File: config.mk
export PLATFORM = sky130hd
export DESIGN_NAME = ssfe_top
export DESIGN_NICKNAME = d
export VERILOG_FILES = /design/src/shared/ssfe_pkg.sv /design/src/shared/ssfe_enc_if.sv /design/src/design/ssfe_size_enc.sv /design/src/design/ssfe_offs_enc.sv /design/src/design/ssfe_top.sv
export SDC_FILE = /design/constraint.sdc
export NUM_CORES = 1
export LEC_CHECK = 0
export ABC_CLOCK_PERIOD_IN_PS = 16180
export BUFFER_PORTS_ARGS = -buffer_cell sky130_fd_sc_hd__buf_2
export CAP_MARGIN = 20
export CORE_UTILIZATION = 59
export CTS_CLUSTER_SIZE = 8
export DETAILED_ROUTE_END_ITERATION = 8
export GPL_TIMING_DRIVEN = 0
export HOLD_SLACK_MARGIN = 0.05
export PLACE_DENSITY = 0.95
export SLEW_MARGIN = 25
export SYNTH_ARGS = -nofsm -noshare
export SYNTH_HDL_FRONTEND = slang
export SYNTH_HIERARCHICAL = 1
export SYNTH_SLANG_ARGS = --single-unit
File: constraint.sdc
create_clock -name hclk -period 16.18 [get_ports hclk]
set_input_delay 1.618 -clock hclk [delete_from_list [all_inputs] [get_ports hclk]]
set_output_delay 1.618 -clock hclk [all_outputs]
set_load 0.01 [all_outputs]
File: src/shared/ssfe_pkg.sv
/*
 * Constants for the static field encoder: register map, field layout,
 * size bounds and offset steps, all in decimetres.
 * Assumes nothing of its surroundings; included by package name only.
 */
`default_nettype none
package ssfe_pkg;
   // ****************************************************************
   // Register map and fields
   // ****************************************************************
   localparam logic [7:0] OFS_CTRL = 8'h00;
   localparam logic [7:0] OFS_DIMS = 8'h04;
   localparam logic [7:0] OFS_ANT = 8'h08;
   localparam logic [7:0] OFS_CFG = 8'h0c;
   localparam logic [7:0] OFS_STATUS = 8'h10;
   localparam logic [7:0] OFS_HEIGHT = 8'h14;
   localparam int CTRL_GO = 0;
   localparam int CTRL_CLR = 1;
   localparam int CFG_SIZE_KNOWN = 0;
   localparam int CFG_LAT_KNOWN = 1;
   localparam int CFG_LON_KNOWN = 2;
   localparam int CFG_LON_APPLIED = 3;
   localparam int ANT_LAT_LSB = 0;
   localparam int ANT_LAT_RIGHT = 10;
   localparam int ANT_LON_LSB = 16;
   localparam int WID_LSB = 16;
   localparam logic [3:0] CFG_RESET = 4'h0;
   localparam logic [1:0] HTRANS_NONSEQ = 2'h2;
   localparam logic [1:0] HRESP_OKAY = 2'h0;
   // ****************************************************************
   // Widths and encoding constants
   // ****************************************************************
   localparam int DIM_W = 16;
   localparam int OFS_W = 10;
   localparam int ALT_W = 24;
   localparam logic [3:0] SZ_NODATA = 4'h0;
   localparam logic [3:0] SZ_CODE_MAX = 4'hf;
   localparam logic [DIM_W-1:0] SZ_LEN_MAX_DM = 16'h0352;
   localparam logic [DIM_W-1:0] SZ_WID_MAX_DM = 16'h0384;
   // Upper bounds for codes 15 down to 1, element index is code minus one.
   localparam logic [14:0][15:0] SZ_LEN_DM = {16'h0352, 16'h0352, 16'h02ee, 16'h02ee, 16'h028a,
      16'h028a, 16'h0226, 16'h0226, 16'h01c2, 16'h01c2, 16'h015e, 16'h015e, 16'h00fa, 16'h00fa, 16'h0096};
   localparam logic [14:0][15:0] SZ_WID_DM = {16'h0384, 16'h0320, 16'h0320, 16'h02d5, 16'h029e,
      16'h0253, 16'h0208, 16'h01c2, 16'h01c2, 16'h018b, 16'h017c, 16'h014a, 16'h0154, 16'h011d, 16'h00e6};
   localparam logic [OFS_W-1:0] STEP_DM = 10'h014;
   localparam logic [OFS_W-1:0] HALF_STEP_DM = 10'h00a;
   localparam logic [OFS_W-1:0] LAT_CAP_DM = 10'h032;
   localparam logic [OFS_W-1:0] LON_CAP_DM = 10'h258;
   localparam logic [2:0] LAT_NODATA = 3'h0;
   localparam logic [2:0] LAT_ZERO = 3'h4;
   localparam logic [4:0] LON_NODATA = 5'h00;
   localparam logic [4:0] LON_APPLIED = 5'h01;
   localparam logic [4:0] LON_MIN = 5'h02;
   localparam logic [4:0] LON_MAX = 5'h1f;
   localparam logic [15:0] VACC_45_M = 16'h002d;
   localparam logic [15:0] VACC_150_M = 16'h0096;
   localparam logic [1:0] VACC_UNKNOWN = 2'h0;
   localparam logic [1:0] VACC_150 = 2'h1;
   localparam logic [1:0] VACC_45 = 2'h2;

   function automatic logic [15:0] sz_len_bound(input logic [3:0] code);
      sz_len_bound = SZ_LEN_DM[code-4'h1];
   endfunction

   function automatic logic [15:0] sz_wid_bound(input logic [3:0] code);
      sz_wid_bound = SZ_WID_DM[code-4'h1];
   endfunction
endpackage
`default_nettype wire

File: src/shared/ssfe_enc_if.sv
/*
 * Carrier between the register block and the two field encoders.
 * Assumes the encoders are purely combinational.
 */
`timescale 1ns/100ps
`default_nettype none
interface ssfe_enc_if;
   logic [15:0] len_dm;
   logic [15:0] wid_dm;
   logic size_known;
   logic [3:0] size_code;
   logic [9:0] lat_dm;
   logic lat_right;
   logic lat_known;
   logic [2:0] lat_code;
   logic [9:0] lon_dm;
   logic lon_known;
   logic lon_applied;
   logic [4:0] lon_code;
   modport top_mp (output len_dm, wid_dm, size_known, lat_dm, lat_right, lat_known, lon_dm, lon_known,
      lon_applied, input size_code, lat_code, lon_code);
   modport size_mp (input len_dm, wid_dm, size_known, output size_code);
   modport offs_mp (input lat_dm, lat_right, lat_known, lon_dm, lon_known, lon_applied, output lat_code, lon_code);
endinterface
`default_nettype wire

File: src/design/ssfe_size_enc.sv
/*
 * Combined length and width size code, combinational.
 * Assumes dimensions in decimetres from the register block.
 */
`timescale 1ns/100ps
`default_nettype none
module ssfe_size_enc (
   ssfe_enc_if.size_mp enc
);
   always_comb begin
      enc.size_code = ssfe_pkg::SZ_NODATA;
      if (enc.size_known) begin
         enc.size_code = ssfe_pkg::SZ_CODE_MAX;
         for (int i = 15; i >= 1; i--) begin
            if (enc.len_dm <= ssfe_pkg::sz_len_bound(4'(i)) && enc.wid_dm <= ssfe_pkg::sz_wid_bound(4'(i))) begin
               enc.size_code = 4'(i);
            end
         end
      end
   end
endmodule
`default_nettype wire

File: src/design/ssfe_offs_enc.sv
/*
 * Lateral and longitudinal antenna offset codes, combinational.
 * Assumes offset magnitudes in decimetres from the register block.
 */
`timescale 1ns/100ps
`default_nettype none
module ssfe_offs_enc (
   ssfe_enc_if.offs_mp enc
);
   logic [1:0] lat_steps;
   logic [10:0] lon_q;
   logic [4:0] lon_c;

   always_comb begin
      if (enc.lat_dm >= ssfe_pkg::LAT_CAP_DM) begin
         lat_steps = 2'h3;
      end else if (enc.lat_dm >= ssfe_pkg::HALF_STEP_DM + ssfe_pkg::STEP_DM) begin
         lat_steps = 2'h2;
      end else if (enc.lat_dm >= ssfe_pkg::HALF_STEP_DM) begin
         lat_steps = 2'h1;
      end else begin
         lat_steps = 2'h0;
      end
      if (!enc.lat_known) begin
         enc.lat_code = ssfe_pkg::LAT_NODATA;
      end else if (lat_steps == 2'h0) begin
         enc.lat_code = ssfe_pkg::LAT_ZERO;
      end else begin
         enc.lat_code = {enc.lat_right, lat_steps};
      end
   end

   always_comb begin
      lon_q = ({1'b0, enc.lon_dm} + {1'b0, ssfe_pkg::HALF_STEP_DM}) / {1'b0, ssfe_pkg::STEP_DM};
      lon_c = lon_q[4:0] + 5'h1;
      if (!enc.lon_known) begin
         enc.lon_code = ssfe_pkg::LON_NODATA;
      end else if (enc.lon_applied) begin
         enc.lon_code = ssfe_pkg::LON_APPLIED;
      end else if (enc.lon_dm > ssfe_pkg::LON_CAP_DM) begin
         enc.lon_code = ssfe_pkg::LON_MAX;
      end else if (lon_c < ssfe_pkg::LON_MIN) begin
         enc.lon_code = ssfe_pkg::LON_MIN;
      end else begin
         enc.lon_code = lon_c;
      end
   end
endmodule
`default_nettype wire

File: src/design/ssfe_top.sv
/*
 * Static field encoder top: AHB-Lite register slave, position source
 * capture and registered field outputs for the message assembly logic.
 * Assumes one clock, position source inputs on that clock, ce high
 * whenever the bus is active.
 */
// How it works
// - Pick the lowest size code whose length and width bounds both fit.
// - Longer than 85 m or wider than 90 m gives code 15.
// - Size code is four bits: three length bits, one width bit last.
// - Length and width upper bounds per code follow the fixed table.
// - Lateral top bit gives direction, zero left and one right.
// - Lateral magnitude in two low bits, two metre steps up to six.
// - Lateral offsets above six metres saturate at the six metre code.
// - Lateral 000 means no data, 100 means an offset under one metre.
// - Offsets round to the nearest two metre step, plus or minus one.
// - Longitudinal five bits: 00000 no data, 00001 applied by source.
// - Longitudinal codes two to 31 are distance over two plus one.
// - Longitudinal offsets above sixty metres saturate at all ones.
// - Vertical accuracy code: 0 unknown, 1 within 150, 2 within 45.
// - Ellipsoid height goes to both position and velocity messages.
`timescale 1ns/100ps
`default_nettype none
module ssfe_top (
   input wire logic hclk,
   input wire logic hresetn,
   input wire logic ce,
   input wire logic hsel,
   input wire logic [31:0] haddr,
   input wire logic [1:0] htrans,
   input wire logic hwrite,
   input wire logic [2:0] hsize,
   input wire logic [31:0] hwdata,
   input wire logic hready,
   output logic hreadyout,
   output logic [31:0] hrdata,
   output logic [1:0] hresp,
   input wire logic pos_valid,
   input wire logic [23:0] pos_height,
   input wire logic pos_vacc_known,
   input wire logic [15:0] pos_vacc_m,
   output logic out_valid,
   output logic [3:0] size_code,
   output logic [2:0] lat_code,
   output logic [4:0] lon_code,
   output logic [1:0] vertical_accuracy_code,
   output logic [23:0] posmsg_ellipsoid_height,
   output logic [23:0] velmsg_ellipsoid_height
);
   // ****************************************************************
   // Declarations
   // ****************************************************************
   typedef enum logic [1:0] {
      BUS_IDLE = 2'b01,
      BUS_DATA = 2'b10
   } ssfe_bus_st_t;

   ssfe_bus_st_t bus_st_q;
   logic ap_take;
   logic dp_wr_q;
   logic [7:0] dp_addr_q;
   logic wr_now;
   logic rd_now;
   logic hreadyout_q;
   logic [31:0] hrdata_q;
   logic [1:0] hresp_q;
   logic [31:0] rd_word;
   logic [15:0] len_q;
   logic [15:0] wid_q;
   logic [9:0] lat_dm_q;
   logic lat_right_q;
   logic [9:0] lon_dm_q;
   logic [3:0] cfg_q;
   logic go_q;
   logic clr_now;
   logic fire;
   logic out_valid_q;
   logic [3:0] size_code_q;
   logic [2:0] lat_code_q;
   logic [4:0] lon_code_q;
   logic [1:0] vacc_code_q;
   logic [1:0] vacc_code_d;
   logic [23:0] pos_height_q;
   logic [23:0] vel_height_q;

   ssfe_enc_if enc ();

   // ****************************************************************
   // Bus slave
   // ****************************************************************
   // Only whole-word single transfers are expected, so hsize is not decoded.
   assign ap_take = hsel && hready && htrans == ssfe_pkg::HTRANS_NONSEQ && ce;
   assign wr_now = ce && bus_st_q == BUS_DATA && dp_wr_q;
   assign rd_now = ce && bus_st_q == BUS_DATA && !dp_wr_q;

   always_ff @(posedge hclk or negedge hresetn) begin
      if (!hresetn) begin
         bus_st_q <= BUS_IDLE;
         dp_wr_q <= 1'b0;
         dp_addr_q <= 8'h00;
         hreadyout_q <= 1'b1;
      end else if (ce) begin
         unique case (bus_st_q)
            BUS_IDLE: begin
               if (ap_take) begin
                  bus_st_q <= BUS_DATA;
                  dp_wr_q <= hwrite;
                  dp_addr_q <= haddr[7:0];
                  hreadyout_q <= 1'b0;
               end
            end
            BUS_DATA: begin
               bus_st_q <= BUS_IDLE;
               hreadyout_q <= 1'b1;
            end
         endcase
      end
   end

   // Unmapped offsets read as zero, haddr above bit 7 is ignored; bits above each field read as zero too.
   always_comb begin
      rd_word = 32'h0000_0000;
      unique case (dp_addr_q)
         ssfe_pkg::OFS_DIMS: rd_word = {wid_q, len_q};
         ssfe_pkg::OFS_ANT: rd_word = {6'h00, lon_dm_q, 5'h00, lat_right_q, lat_dm_q};
         ssfe_pkg::OFS_CFG: rd_word = {28'h000_0000, cfg_q};
         ssfe_pkg::OFS_STATUS: rd_word = {18'h0_0000, vacc_code_q, lon_code_q, lat_code_q, size_code_q};
         ssfe_pkg::OFS_HEIGHT: rd_word = {8'h00, pos_height_q};
         default: rd_word = 32'h0000_0000;
      endcase
   end

   always_ff @(posedge hclk or negedge hresetn) begin
      if (!hresetn) begin
         hrdata_q <= 32'h0000_0000;
         hresp_q <= ssfe_pkg::HRESP_OKAY;
      end else if (ce) begin
         hresp_q <= ssfe_pkg::HRESP_OKAY;
         if (rd_now) begin
            hrdata_q <= rd_word;
         end
      end
   end

   // ****************************************************************
   // Configuration registers
   // ****************************************************************
   always_ff @(posedge hclk or negedge hresetn) begin
      if (!hresetn) begin
         len_q <= 16'h0000;
         wid_q <= 16'h0000;
      end else if (wr_now && dp_addr_q == ssfe_pkg::OFS_DIMS) begin
         len_q <= hwdata[15:0];
         wid_q <= hwdata[ssfe_pkg::WID_LSB +: 16];
      end
   end

   always_ff @(posedge hclk or negedge hresetn) begin
      if (!hresetn) begin
         lat_dm_q <= 10'h000;
         lat_right_q <= 1'b0;
         lon_dm_q <= 10'h000;
      end else if (wr_now && dp_addr_q == ssfe_pkg::OFS_ANT) begin
         lat_dm_q <= hwdata[ssfe_pkg::ANT_LAT_LSB +: 10];
         lat_right_q <= hwdata[ssfe_pkg::ANT_LAT_RIGHT];
         lon_dm_q <= hwdata[ssfe_pkg::ANT_LON_LSB +: 10];
      end
   end

   always_ff @(posedge hclk or negedge hresetn) begin
      if (!hresetn) begin
         cfg_q <= ssfe_pkg::CFG_RESET;
      end else if (wr_now && dp_addr_q == ssfe_pkg::OFS_CFG) begin
         cfg_q <= hwdata[3:0];
      end
   end

   // The go bit is a self-clearing pulse; it reads back as zero.
   always_ff @(posedge hclk or negedge hresetn) begin
      if (!hresetn) begin
         go_q <= 1'b0;
      end else if (ce) begin
         go_q <= wr_now && dp_addr_q == ssfe_pkg::OFS_CTRL && hwdata[ssfe_pkg::CTRL_GO];
      end
   end

   assign clr_now = wr_now && dp_addr_q == ssfe_pkg::OFS_CTRL && hwdata[ssfe_pkg::CTRL_CLR];

   // ****************************************************************
   // Encoders
   // ****************************************************************
   assign enc.len_dm = len_q;
   assign enc.wid_dm = wid_q;
   assign enc.size_known = cfg_q[ssfe_pkg::CFG_SIZE_KNOWN];
   assign enc.lat_dm = lat_dm_q;
   assign enc.lat_right = lat_right_q;
   assign enc.lat_known = cfg_q[ssfe_pkg::CFG_LAT_KNOWN];
   assign enc.lon_dm = lon_dm_q;
   assign enc.lon_known = cfg_q[ssfe_pkg::CFG_LON_KNOWN];
   assign enc.lon_applied = cfg_q[ssfe_pkg::CFG_LON_APPLIED];

   ssfe_size_enc u_size (
      .enc(enc.size_mp)
   );

   ssfe_offs_enc u_offs (
      .enc(enc.offs_mp)
   );

   always_comb begin
      if (!pos_vacc_known || pos_vacc_m > ssfe_pkg::VACC_150_M) begin
         vacc_code_d = ssfe_pkg::VACC_UNKNOWN;
      end else if (pos_vacc_m > ssfe_pkg::VACC_45_M) begin
         vacc_code_d = ssfe_pkg::VACC_150;
      end else begin
         vacc_code_d = ssfe_pkg::VACC_45;
      end
   end

   // ****************************************************************
   // Output fields
   // ****************************************************************
   // A software go and a position sample both count as valid input.
   assign fire = ce && (go_q || pos_valid);

   always_ff @(posedge hclk or negedge hresetn) begin
      if (!hresetn) begin
         out_valid_q <= 1'b0;
         size_code_q <= ssfe_pkg::SZ_NODATA;
         lat_code_q <= ssfe_pkg::LAT_NODATA;
         lon_code_q <= ssfe_pkg::LON_NODATA;
      end else if (ce) begin
         out_valid_q <= fire && !clr_now;
         if (clr_now) begin
            size_code_q <= ssfe_pkg::SZ_NODATA;
            lat_code_q <= ssfe_pkg::LAT_NODATA;
            lon_code_q <= ssfe_pkg::LON_NODATA;
         end else if (fire) begin
            // length bits high, width bit low
            size_code_q <= enc.size_code;
            lat_code_q <= enc.lat_code;
            lon_code_q <= enc.lon_code;
         end
      end
   end

   always_ff @(posedge hclk or negedge hresetn) begin
      if (!hresetn) begin
         vacc_code_q <= ssfe_pkg::VACC_UNKNOWN;
         pos_height_q <= 24'h00_0000;
         vel_height_q <= 24'h00_0000;
      end else if (ce) begin
         if (clr_now) begin
            vacc_code_q <= ssfe_pkg::VACC_UNKNOWN;
            pos_height_q <= 24'h00_0000;
            vel_height_q <= 24'h00_0000;
         end else if (pos_valid) begin
            vacc_code_q <= vacc_code_d;
            pos_height_q <= pos_height;
            vel_height_q <= pos_height;
         end
      end
   end

   assign hreadyout = hreadyout_q;
   assign hrdata = hrdata_q;
   assign hresp = hresp_q;
   assign out_valid = out_valid_q;
   assign size_code = size_code_q;
   assign lat_code = lat_code_q;
   assign lon_code = lon_code_q;
   assign vertical_accuracy_code = vacc_code_q;
   assign posmsg_ellipsoid_height = pos_height_q;
   assign velmsg_ellipsoid_height = vel_height_q;
endmodule
`default_nettype wire

# ---- Yosys cells after proc, flatten, opt, wreduce, memory -nomap -nowiden
# Index checks and enable logic that the tools add are counted.
# W data, S select, Z words.
dict set report classes {
  add_sub_neg 2
  n_div 1
  n_lt_le_gt_ge 27
  eq_ne 9
  n_mux 41
  reduce_logical 42
}
# operator count
set ops {}
lappend ops {{$pmux W32 S5} 1}
lappend ops {{$le A16 B10 Y1 const B} 9}
lappend ops {{$le A16 B9 Y1 const B} 8}
lappend ops {{$le A16 B8 Y1 const B} 3}
lappend ops {{$mux W24} 2}
lappend ops {{$mux W4} 10}
lappend ops {{$mux W5} 6}
lappend ops {{$logic_and A1 B1 Y1} 28}
lappend ops {{$mux W3} 8}
lappend ops {{$mux W2} 9}
lappend ops {{$eq A8 B4 Y1 const B} 2}
lappend ops {{$eq A8 B5 Y1 const B} 2}
lappend ops {{$gt A16 B6 Y1 const B} 1}
lappend ops {{$gt A16 B8 Y1 const B} 1}
lappend ops {{$add A10 B4 Y11 const B} 1}
lappend ops {{$div A11 B5 Y11 const B} 1}
lappend ops {{$ge A10 B4 Y1 const B} 1}
lappend ops {{$ge A10 B5 Y1 const B} 1}
lappend ops {{$ge A10 B6 Y1 const B} 1}
lappend ops {{$gt A10 B10 Y1 const B} 1}
lappend ops {{$eq A8 B3 Y1 const B} 1}
lappend ops {{$logic_not A8 Y1} 1}
lappend ops {{$reduce_and A2 Y1} 4}
lappend ops {{$add A5 B1 Y5 const B} 1}
lappend ops {{12 further kinds} 19}
dict set report word_totals {
  ff_bits 141
  input_bits 117
  out_inout_bits 98
  wordCells 140
}

# ---- Longest topological paths before layout
# Gate-level depths: netlist of run 1.
dict set report depth {
  depth_word 19
  depth_mapped 28
  mapped_depth_nobuf 23
}

# ---- Modules after synthesis
# The synthesis of run 1 kept the hierarchy.
# module n_inst cells_per_inst area_each_um2 seq_area_each_um2
set modules_own_cells {}
lappend modules_own_cells {ssfe_top 1 470 6259.8 3504.6}
lappend modules_own_cells {ssfe_offs_enc 1 282 1936.9 0.0}
lappend modules_own_cells {ssfe_size_enc 1 134 849.6 0.0}

# ---- Least setup slack after synthesis of run 1
# No wires, ideal clock.
dict set report synth_path {
  kind {reg-to-reg}
  start {register lon_dm_q[1], in the netlist enc.lon_dm[1]}
  end {register lon_code_q[0], in the netlist lon_code[0]}
  setup_time_ps 121
  t_arrival_ps 5441
  t_required_ps 16059
  path_slack_ps 10618
  stages_incl_launch_ff 26
  path_buffers 3
  synth_period_minus_slack_ps 5562
  path_cell_list {dfrtp_1 ha_1 buf_2 a211oi_2 nor3_2 or2_1 nor2_1 mux2_2 a41o_1 nor3_1 or2_1 buf_4 o221ai_2 and3_1 buf_4 a221oi_1 a31oi_1 a211o_1 a31oi_1 o211ai_4 ha_1 xnor2_1 nor4b_1 nor2_1 o31a_1 a22o_1}
}
dict set report synth_via {
  elab_chain_len 10
  word_cells_on_any_way 11
  classes_between {add/sub (2); div (1); order compare (2); mux (6)}
}
# item line
set synth_lines {}
lappend synth_lines {{from (decl)} ssfe_top.sv:72} ;# logic [9:0] lon_dm_q;
lappend synth_lines {{from (signal assigned)} ssfe_top.sv:166} ;# lon_dm_q <= hwdata[ssfe_pkg::ANT_LON_LSB +: 10];
lappend synth_lines {{$add A10 B4 Y11} ssfe_offs_enc.sv:34} ;# lon_q = ({1'b0, enc.lon_dm} + {1'b0, ssfe_pkg::HALF_STEP_DM}) / {1'b0, ssfe_pkg::STEP_DM};
lappend synth_lines {{$div A11 B5 Y11} ssfe_offs_enc.sv:34}
lappend synth_lines {{$add A5 B1 Y5} ssfe_offs_enc.sv:35} ;# lon_c = lon_q[4:0] + 5'h1;
lappend synth_lines {{$lt A5 B2 Y1} ssfe_offs_enc.sv:42} ;# end else if (lon_c < ssfe_pkg::LON_MIN) begin
lappend synth_lines {{$mux W5} ssfe_offs_enc.sv:42}
lappend synth_lines {{$mux W5 *} ssfe_offs_enc.sv:40} ;# end else if (enc.lon_dm > ssfe_pkg::LON_CAP_DM) begin
lappend synth_lines {{$mux W5 *} ssfe_offs_enc.sv:38} ;# end else if (enc.lon_applied) begin
lappend synth_lines {{$mux W5 *} ssfe_offs_enc.sv:36} ;# if (!enc.lon_known) begin
lappend synth_lines {{named net enc.lon_code[0]} ssfe_enc_if.sv:19} ;# logic [4:0] lon_code;
lappend synth_lines {{$mux W5 *} ssfe_top.sv:238} ;# end else if (fire) begin
lappend synth_lines {{$mux W5 *} ssfe_top.sv:234} ;# if (clr_now) begin
lappend synth_lines {{to (signal assigned)} ssfe_top.sv:231} ;# lon_code_q <= ssfe_pkg::LON_NODATA;
lappend synth_lines {{to (signal assigned)} ssfe_top.sv:237} ;# lon_code_q <= ssfe_pkg::LON_NODATA;
lappend synth_lines {{to (signal assigned)} ssfe_top.sv:242} ;# lon_code_q <= enc.lon_code;
lappend synth_lines {{to (decl)} ssfe_top.sv:80} ;# logic [4:0] lon_code_q;
# Mark *: on every way through the listed nets, which the timed path passes. The rest lies on a longest branch. The select of a mux whose other input is x is not followed.
# A chain may end at the register's enable or synchronous reset.

# ---- Worst setup path after layout of run 1
dict set report layout_path {
  start {register lon_dm_q[2], in the netlist enc.lon_dm[2]}
  end {register lon_code_q[0], in the netlist lon_code[0]}
}
# The elaborated chain is that of the path after synthesis.

==> metrics, run 1 <==
status complete, no violations; Hold Fails Final Rpt 0; top cell type's share of synthesized area 0.3845; CTS sink cnt 140; post-CTS setup buffers 0; initial antenna violation count 0; vias in the first global route 8544; commonest cells after routing, fill and taps aside buf_2, dfrtp_1, a22o_1; drt drc 0; total number of vias slightly below 9000; Min Clock Period, post-route roughly 7 ns; Placed Cells incl. Taps roughly 1300; Worst setup EP type flip-flop; wire length per cell 22.37 um; Cells after Synth 886; fmax approximately 0.14 GHz; Die W approximately 130 um; Yosys Warn Count 6; Worst slew margin 0.3421; Worst-Skew Late Latency between 0.4 and 0.5 ns; first-pass GRT wire length between 40000 and 50000 um; top cells by area, synth dfrtp_1, a22o_1, mux2_4; clock skew 0.01024 ns; Routability Congestion between 0.9 and 1; clk root buf clkbuf_16; IO buf count 185; clock-pin slew on the worst setup and hold paths ~0.07 ns; final WL around 29000 um; cts bufs inserted 17; Crit Path Class flip-flop to flip-flop; internal reg-to-reg setup slack 9.18 ns; number of synthesized flops with an enable pin 0; Avg Cell Area, Syn about 10 um2; top_reg_cell synth dfrtp_1; CP startpoint kind flip-flop; post-synth top area cell dfrtp_1; fin util 0.7365; Die Area 15830 um2; hold crit path type flip-flop to flip-flop; Seq/Total Area, Yosys 0.3874; First DRT Iteration DRCs between 1000 and 1500; via-per-instance ratio 6.883; CP max FO 10; initial core utilization 0.6131; library cells used by synthesis 109; I/O Pins roughly 220; post-CTS resize count 0; leakage power total 5.110 nW; antenna cell count 0; Fill cells 970; most common cell after layout, fill and taps aside buf_2; ANT nets after route 0; Layout Cells excl Fill roughly 1300; max-cap violation count 0; first-pass iteration count of the detailed router 6; hold_buf cts 0; H-tree depth 4; worst endpoint required time about 17 ns; layout cells sized above 1 0.3710; Netlist Area Pre-Place roughly 9000 um2; async set or reset register ratio after synthesis 1.000; # setup viols final 0; core box area between 10000 and 15000 um2; Layout area overhead 20.12%; Setup TNS Final 0 ns; detailed placement HPWL 20650 um; GRT overflow 0; peak supply drop roughly 0.09 mV; Slew @ Worst Pin slightly below 1 ns; Yosys reg bits 140; standard-cell row count 44; CTS tree done; overall power between 1 and 1.5 mW; clk buf depth 2; Power Density about 130 nW/um2; Slew Limit Fails 0; Crit path arrival time about 7.3 ns; gr usage total 0.3727; Nets 1212; RSZ-0062 raised after global routing no; largest net degree at the start of global routing 87; Final period util 0.4326; die height 125.8 um
-- state kept, by name (all words and copies together), names as in the netlist, 5 cells and up --
| signal | count |
|---|---|
| hrdata | 32 |
| enc.wid_dm | 16 |
| enc.lon_dm | 10 |
| lon_code | 5 |
| enc.lat_dm | 10 |
| enc.len_dm | 16 |
| dp_addr_q | 8 |
| posmsg_ellipsoid_height | 24 |
-- final timing paths --
check                      cells past startpoint          end           from
min                                            2   hrdata[22]     hrdata[22]
max reg2reg                                   23  lon_code[0]  enc.lon_dm[2]
min in group asynchronous                      1   hrdata[29]        hresetn
min reg2reg                                    2   hrdata[22]     hrdata[22]
max in group asynchronous                      2  bus_st_q[0]        hresetn
max                                           23  lon_code[0]  enc.lon_dm[2]
-- critical path, stage by stage (launching register included) --
cell	delay [ns]
dfrtp_1	0.59
ha_1	0.35
nand2b_1	0.24
nor3_2	0.43
a2bb2oi_2	0.43
nor4_1	0.13
a31oi_1	0.32
nor3_2	0.09
a31oi_2	0.33
a21oi_1	0.15
nor4_2	0.56
nor3_2	0.17
a21oi_1	0.23
buf_2	0.28
nor2_1	0.06
a211o_1	0.28
a31oi_1	0.31
o211ai_4	0.17
ha_1	0.26
xnor2_1	0.30
nor4b_1	0.54
nor2_1	0.14
o31a_1	0.28
a22o_1	0.21
-- routing by layer --
| metal | GRT usage | routed length (um) | share of wire | vias up |
|---|---|---|---|---|
| li1 | - | - | - | 3822 |
| met4 | 0.1779 | 1325 | 0.046 | 0 |
| met2 | 0.6059 | 13400 | 0.46 | 686 |
| met3 | 0.08029 | 2812 | 0.098 | 125 |
| met5 | 0 | 0 | 0 | - |
| met1 | 0.4762 | 11300 | 0.39 | 4239 |
-- cell families after synthesis --
logic type	synth area share
other	0.0004145
AOI/OAI and AO/OA	0.2602
muxes	0.1069
and+or+nand+nor	0.1647
xor gates and xnor gates	0.01231
buffers and inverters	0.06390
adders and majority gates	0.004150
DFF	0.3874
-- cell type report --
cell class | count | area (um2) | share of cell area
inverters | 10 | 37.54 | 0.003454
repair buffers | 186 | 963.4 | 0.08866
clock buffers | 18 | 439.2 | 0.04041
multi-input cells | 652 | 4967 | 0.4571
clock inverters | 14 | 183.9 | 0.01693
flip-flops and latches | 140 | 3505 | 0.3225
well taps | 184 | 230.2 | 0.02119
plain buffers | 85 | 540.5 | 0.04974
-- where the power goes --
group,switching [mW],internal [mW],total (mW)
clock network,0.165,0.250,0.415
registers,0.0536,0.384,0.437
logic,0.321,0.211,0.532
-- cell usage after synthesis, types with 8 or more instances --
cell type,number
a211oi_1,8
nor4_1,12
inv_1,10
dfrtp_1,139
o21ai_1,8
nand2_1,62
nand2b_1,9
nor3_1,15
buf_4,36
o31ai_1,12
clkbuf_1,20
o21a_1,10
a22oi_1,24
nor2_1,47
a21oi_1,31
a31oi_1,10
and3_1,12
a21o_1,8
nand4_1,12
mux2_4,31
nand3_1,19
mux2_2,41
a22o_1,68
buf_2,20
buf_6,8
o21ai_0,41
-- through the flow --
| stage | area, um2 | hold slack (ns) | setup slack, ns |
|---|---|---|---|
| floorplan | 9050 | 0.4767 | 10.62 |
| global placement | 10210 | 0.4564 | 9.844 |
| detailed placement | 10240 | 0.4656 | 9.751 |
| CTS | 10870 | 0.4790 | 9.395 |
| global route | 10870 | 0.5087 | 8.849 |
| finish | 10870 | 0.4768 | 9.181 |
(Power assumes the default switching activity.)
==> run 2, diff against run 1 <==
ABC_CLOCK_PERIOD_IN_PS = 7300   (was 16180)
CORE_UTILIZATION = 55   (was 59)
PLACE_DENSITY = 0.9   (was 0.95)
clock period = 7.3 ns   (was 16.18 ns; I/O delays follow)
==> run 2 against run 1 <==
Net effect:
- sequential share of layout area hardly changed
- non-clock buffer count did not move
- critical path type unchanged
- die area up 7.2%
- worst setup slack lost 8.6 ns
- first-iteration DRC count shrank 5.7%
- via count fell by 0.61%
- critical path depth stayed put
- clock power increased by 110%
- flip-flop and latch count unchanged
- register-to-register slack worse by 8.6 ns
- highest routed layer unchanged
==> metrics, run 2 (synthesis results as in run 1) <==
setup slack after layout ~0.6 ns; core box area roughly 16000 um2; standard-cell row count 46; Die Area 16970 um2; Final period util 0.9200; Crit path arrival time 7.03 ns; gr usage total 0.3502; Worst slew margin 0.2665; clock-pin slew on the worst setup and hold paths ~0.070 ns; cts bufs inserted 17; RSZ-0062 raised after global routing no; I/O Pins around 220; via-per-instance ratio around 6.7; GRT overflow 0; peak supply drop 0.2235 mV; most common cell after layout, fill and taps aside buf_2; initial core utilization 0.5674; clk root buf clkbuf_16; clk buf depth 2; final WL roughly 29000 um; Power Density 276.9 nW/um2; H-tree depth 4; vias in the first global route 8522; Place WS approximately 0.74 ns; Worst-Skew Late Latency roughly 0.43 ns; Worst setup EP type flip-flop; Fill cells ~1200; max-cap violation count 0; Slew @ Worst Pin ~1.1 ns; CP startpoint kind flip-flop; Crit Path Class flip-flop to flip-flop; internal reg-to-reg setup slack ~0.6 ns; First DRT Iteration DRCs between 1000 and 1500; commonest cells after routing, fill and taps aside buf_2, dfrtp_1, a22o_1; hold crit path type input pin to asynchronous set/reset pin; metal1 wirelength roughly 11000 um; first-pass GRT wire length between 40000 and 50000 um; hold_buf cts 0; largest net degree at the start of global routing just over 90; fin util 0.6822; CTS sink cnt 140; post-CTS setup buffers 0; Nets 1212; DR top layer met4; fmax between 0.1 and 0.15 GHz; first-pass iteration count of the detailed router 7; Min Clock Period, post-route approximately 6.7 ns; Layout area overhead 20.24%; status complete, no violations; met3 wire length about 2700 um; clock skew 0.01150 ns; Slew Limit Fails 0; leakage power total roughly 5.1 nW; total number of vias between 8000 and 9000; post-CTS resize count 0; CTS tree done; wire length per cell approximately 22 um; Setup TNS Final 0 ns; worst endpoint required time around 7.6 ns; IO buf count 185; r2r worst-path depth 23; # setup viols final 0; Largest register FFs 32; Die W approximately 130 um; Routability Congestion 0.9192; CP max FO 10; WL met2 approximately 14000 um; drt drc 0; detailed placement HPWL around 21000 um; ANT nets after route 0; layout cells sized above 1 0.3701; die height about 130 um; Hold Fails Final Rpt 0; initial antenna violation count 1
run 2: metal layers:
layer / vias up / global-route usage
met5: - / 0
met4: 0 / 0.2004
met3: 151 / 0.06560
met2: 622 / 0.5876
met1: 4202 / 0.4233
li1: 3843 / -
run 2: critical path, stage by stage, from the launching register on:
cell and delay (ns):
dfrtp_1 0.61, ha_1 0.34, nand2b_1 0.23, nor3_2 0.45, a2bb2oi_2 0.44, nor4_1 0.11
a31oi_1 0.25, nor3_2 0.08, a31oi_2 0.31, a21oi_1 0.16, nor4_2 0.56, nor3_2 0.18
a21oi_1 0.24, buf_2 0.27, nor2_1 0.06, a211o_1 0.27, a31oi_1 0.32, o211ai_4 0.16
ha_1 0.25, xnor2_1 0.20, nor4b_1 0.47, nor2_1 0.08, o31a_1 0.31, a22o_1 0.22
run 2: worst paths after layout:
kind                               end     startpoint
min in group hclk           hrdata[22]     hrdata[22]
setup / recovery           lon_code[0]  enc.lon_dm[2]
hold / removal               hrdata[9]        hresetn
max in group asynchronous  lon_code[0]        hresetn
hold reg to reg             hrdata[22]     hrdata[22]
setup reg to reg           lon_code[0]  enc.lon_dm[2]
run 2: cell type report:
type                       count  area [um2]  share of cell area
tap                          216       270.3             0.02485
clock inverter                14       161.4             0.01484
inverter                      10       37.54            0.003451
multi-input combinational    652        4967              0.4567
clock buffer                  18       429.2             0.03946
buffer                        85       540.5             0.04970
antenna                        1       2.502           0.0002301
sequential                   140        3505              0.3222
timing repair buffer         186       963.4             0.08858
run 2: metrics by stage:
step | power, mW | cells | hold slack (ns) | cell area (um2)
CTS | 2.964 | 1321 | 0.2200 | 10870
floorplan | 1.761 | 887 | 0.4344 | 9050
finish | 3.012 | 1322 | 0.2000 | 10880
global route | 3.122 | 1322 | 0.2325 | 10880
global placement | 2.044 | 1288 | 0.4622 | 10250
detailed placement | 2.078 | 1289 | 0.4725 | 10280
run 2: power breakdown:
part | internal [mW] | total, mW | leakage [nW] | switching [mW]
Clock | 0.511 | 0.881 | 0.284 | 0.370
Sequential | 0.850 | 0.962 | 1.90 | 0.112
Combinational | 0.468 | 1.17 | 2.91 | 0.701
Total | 1.83 | 3.01 | 5.10 | 1.18
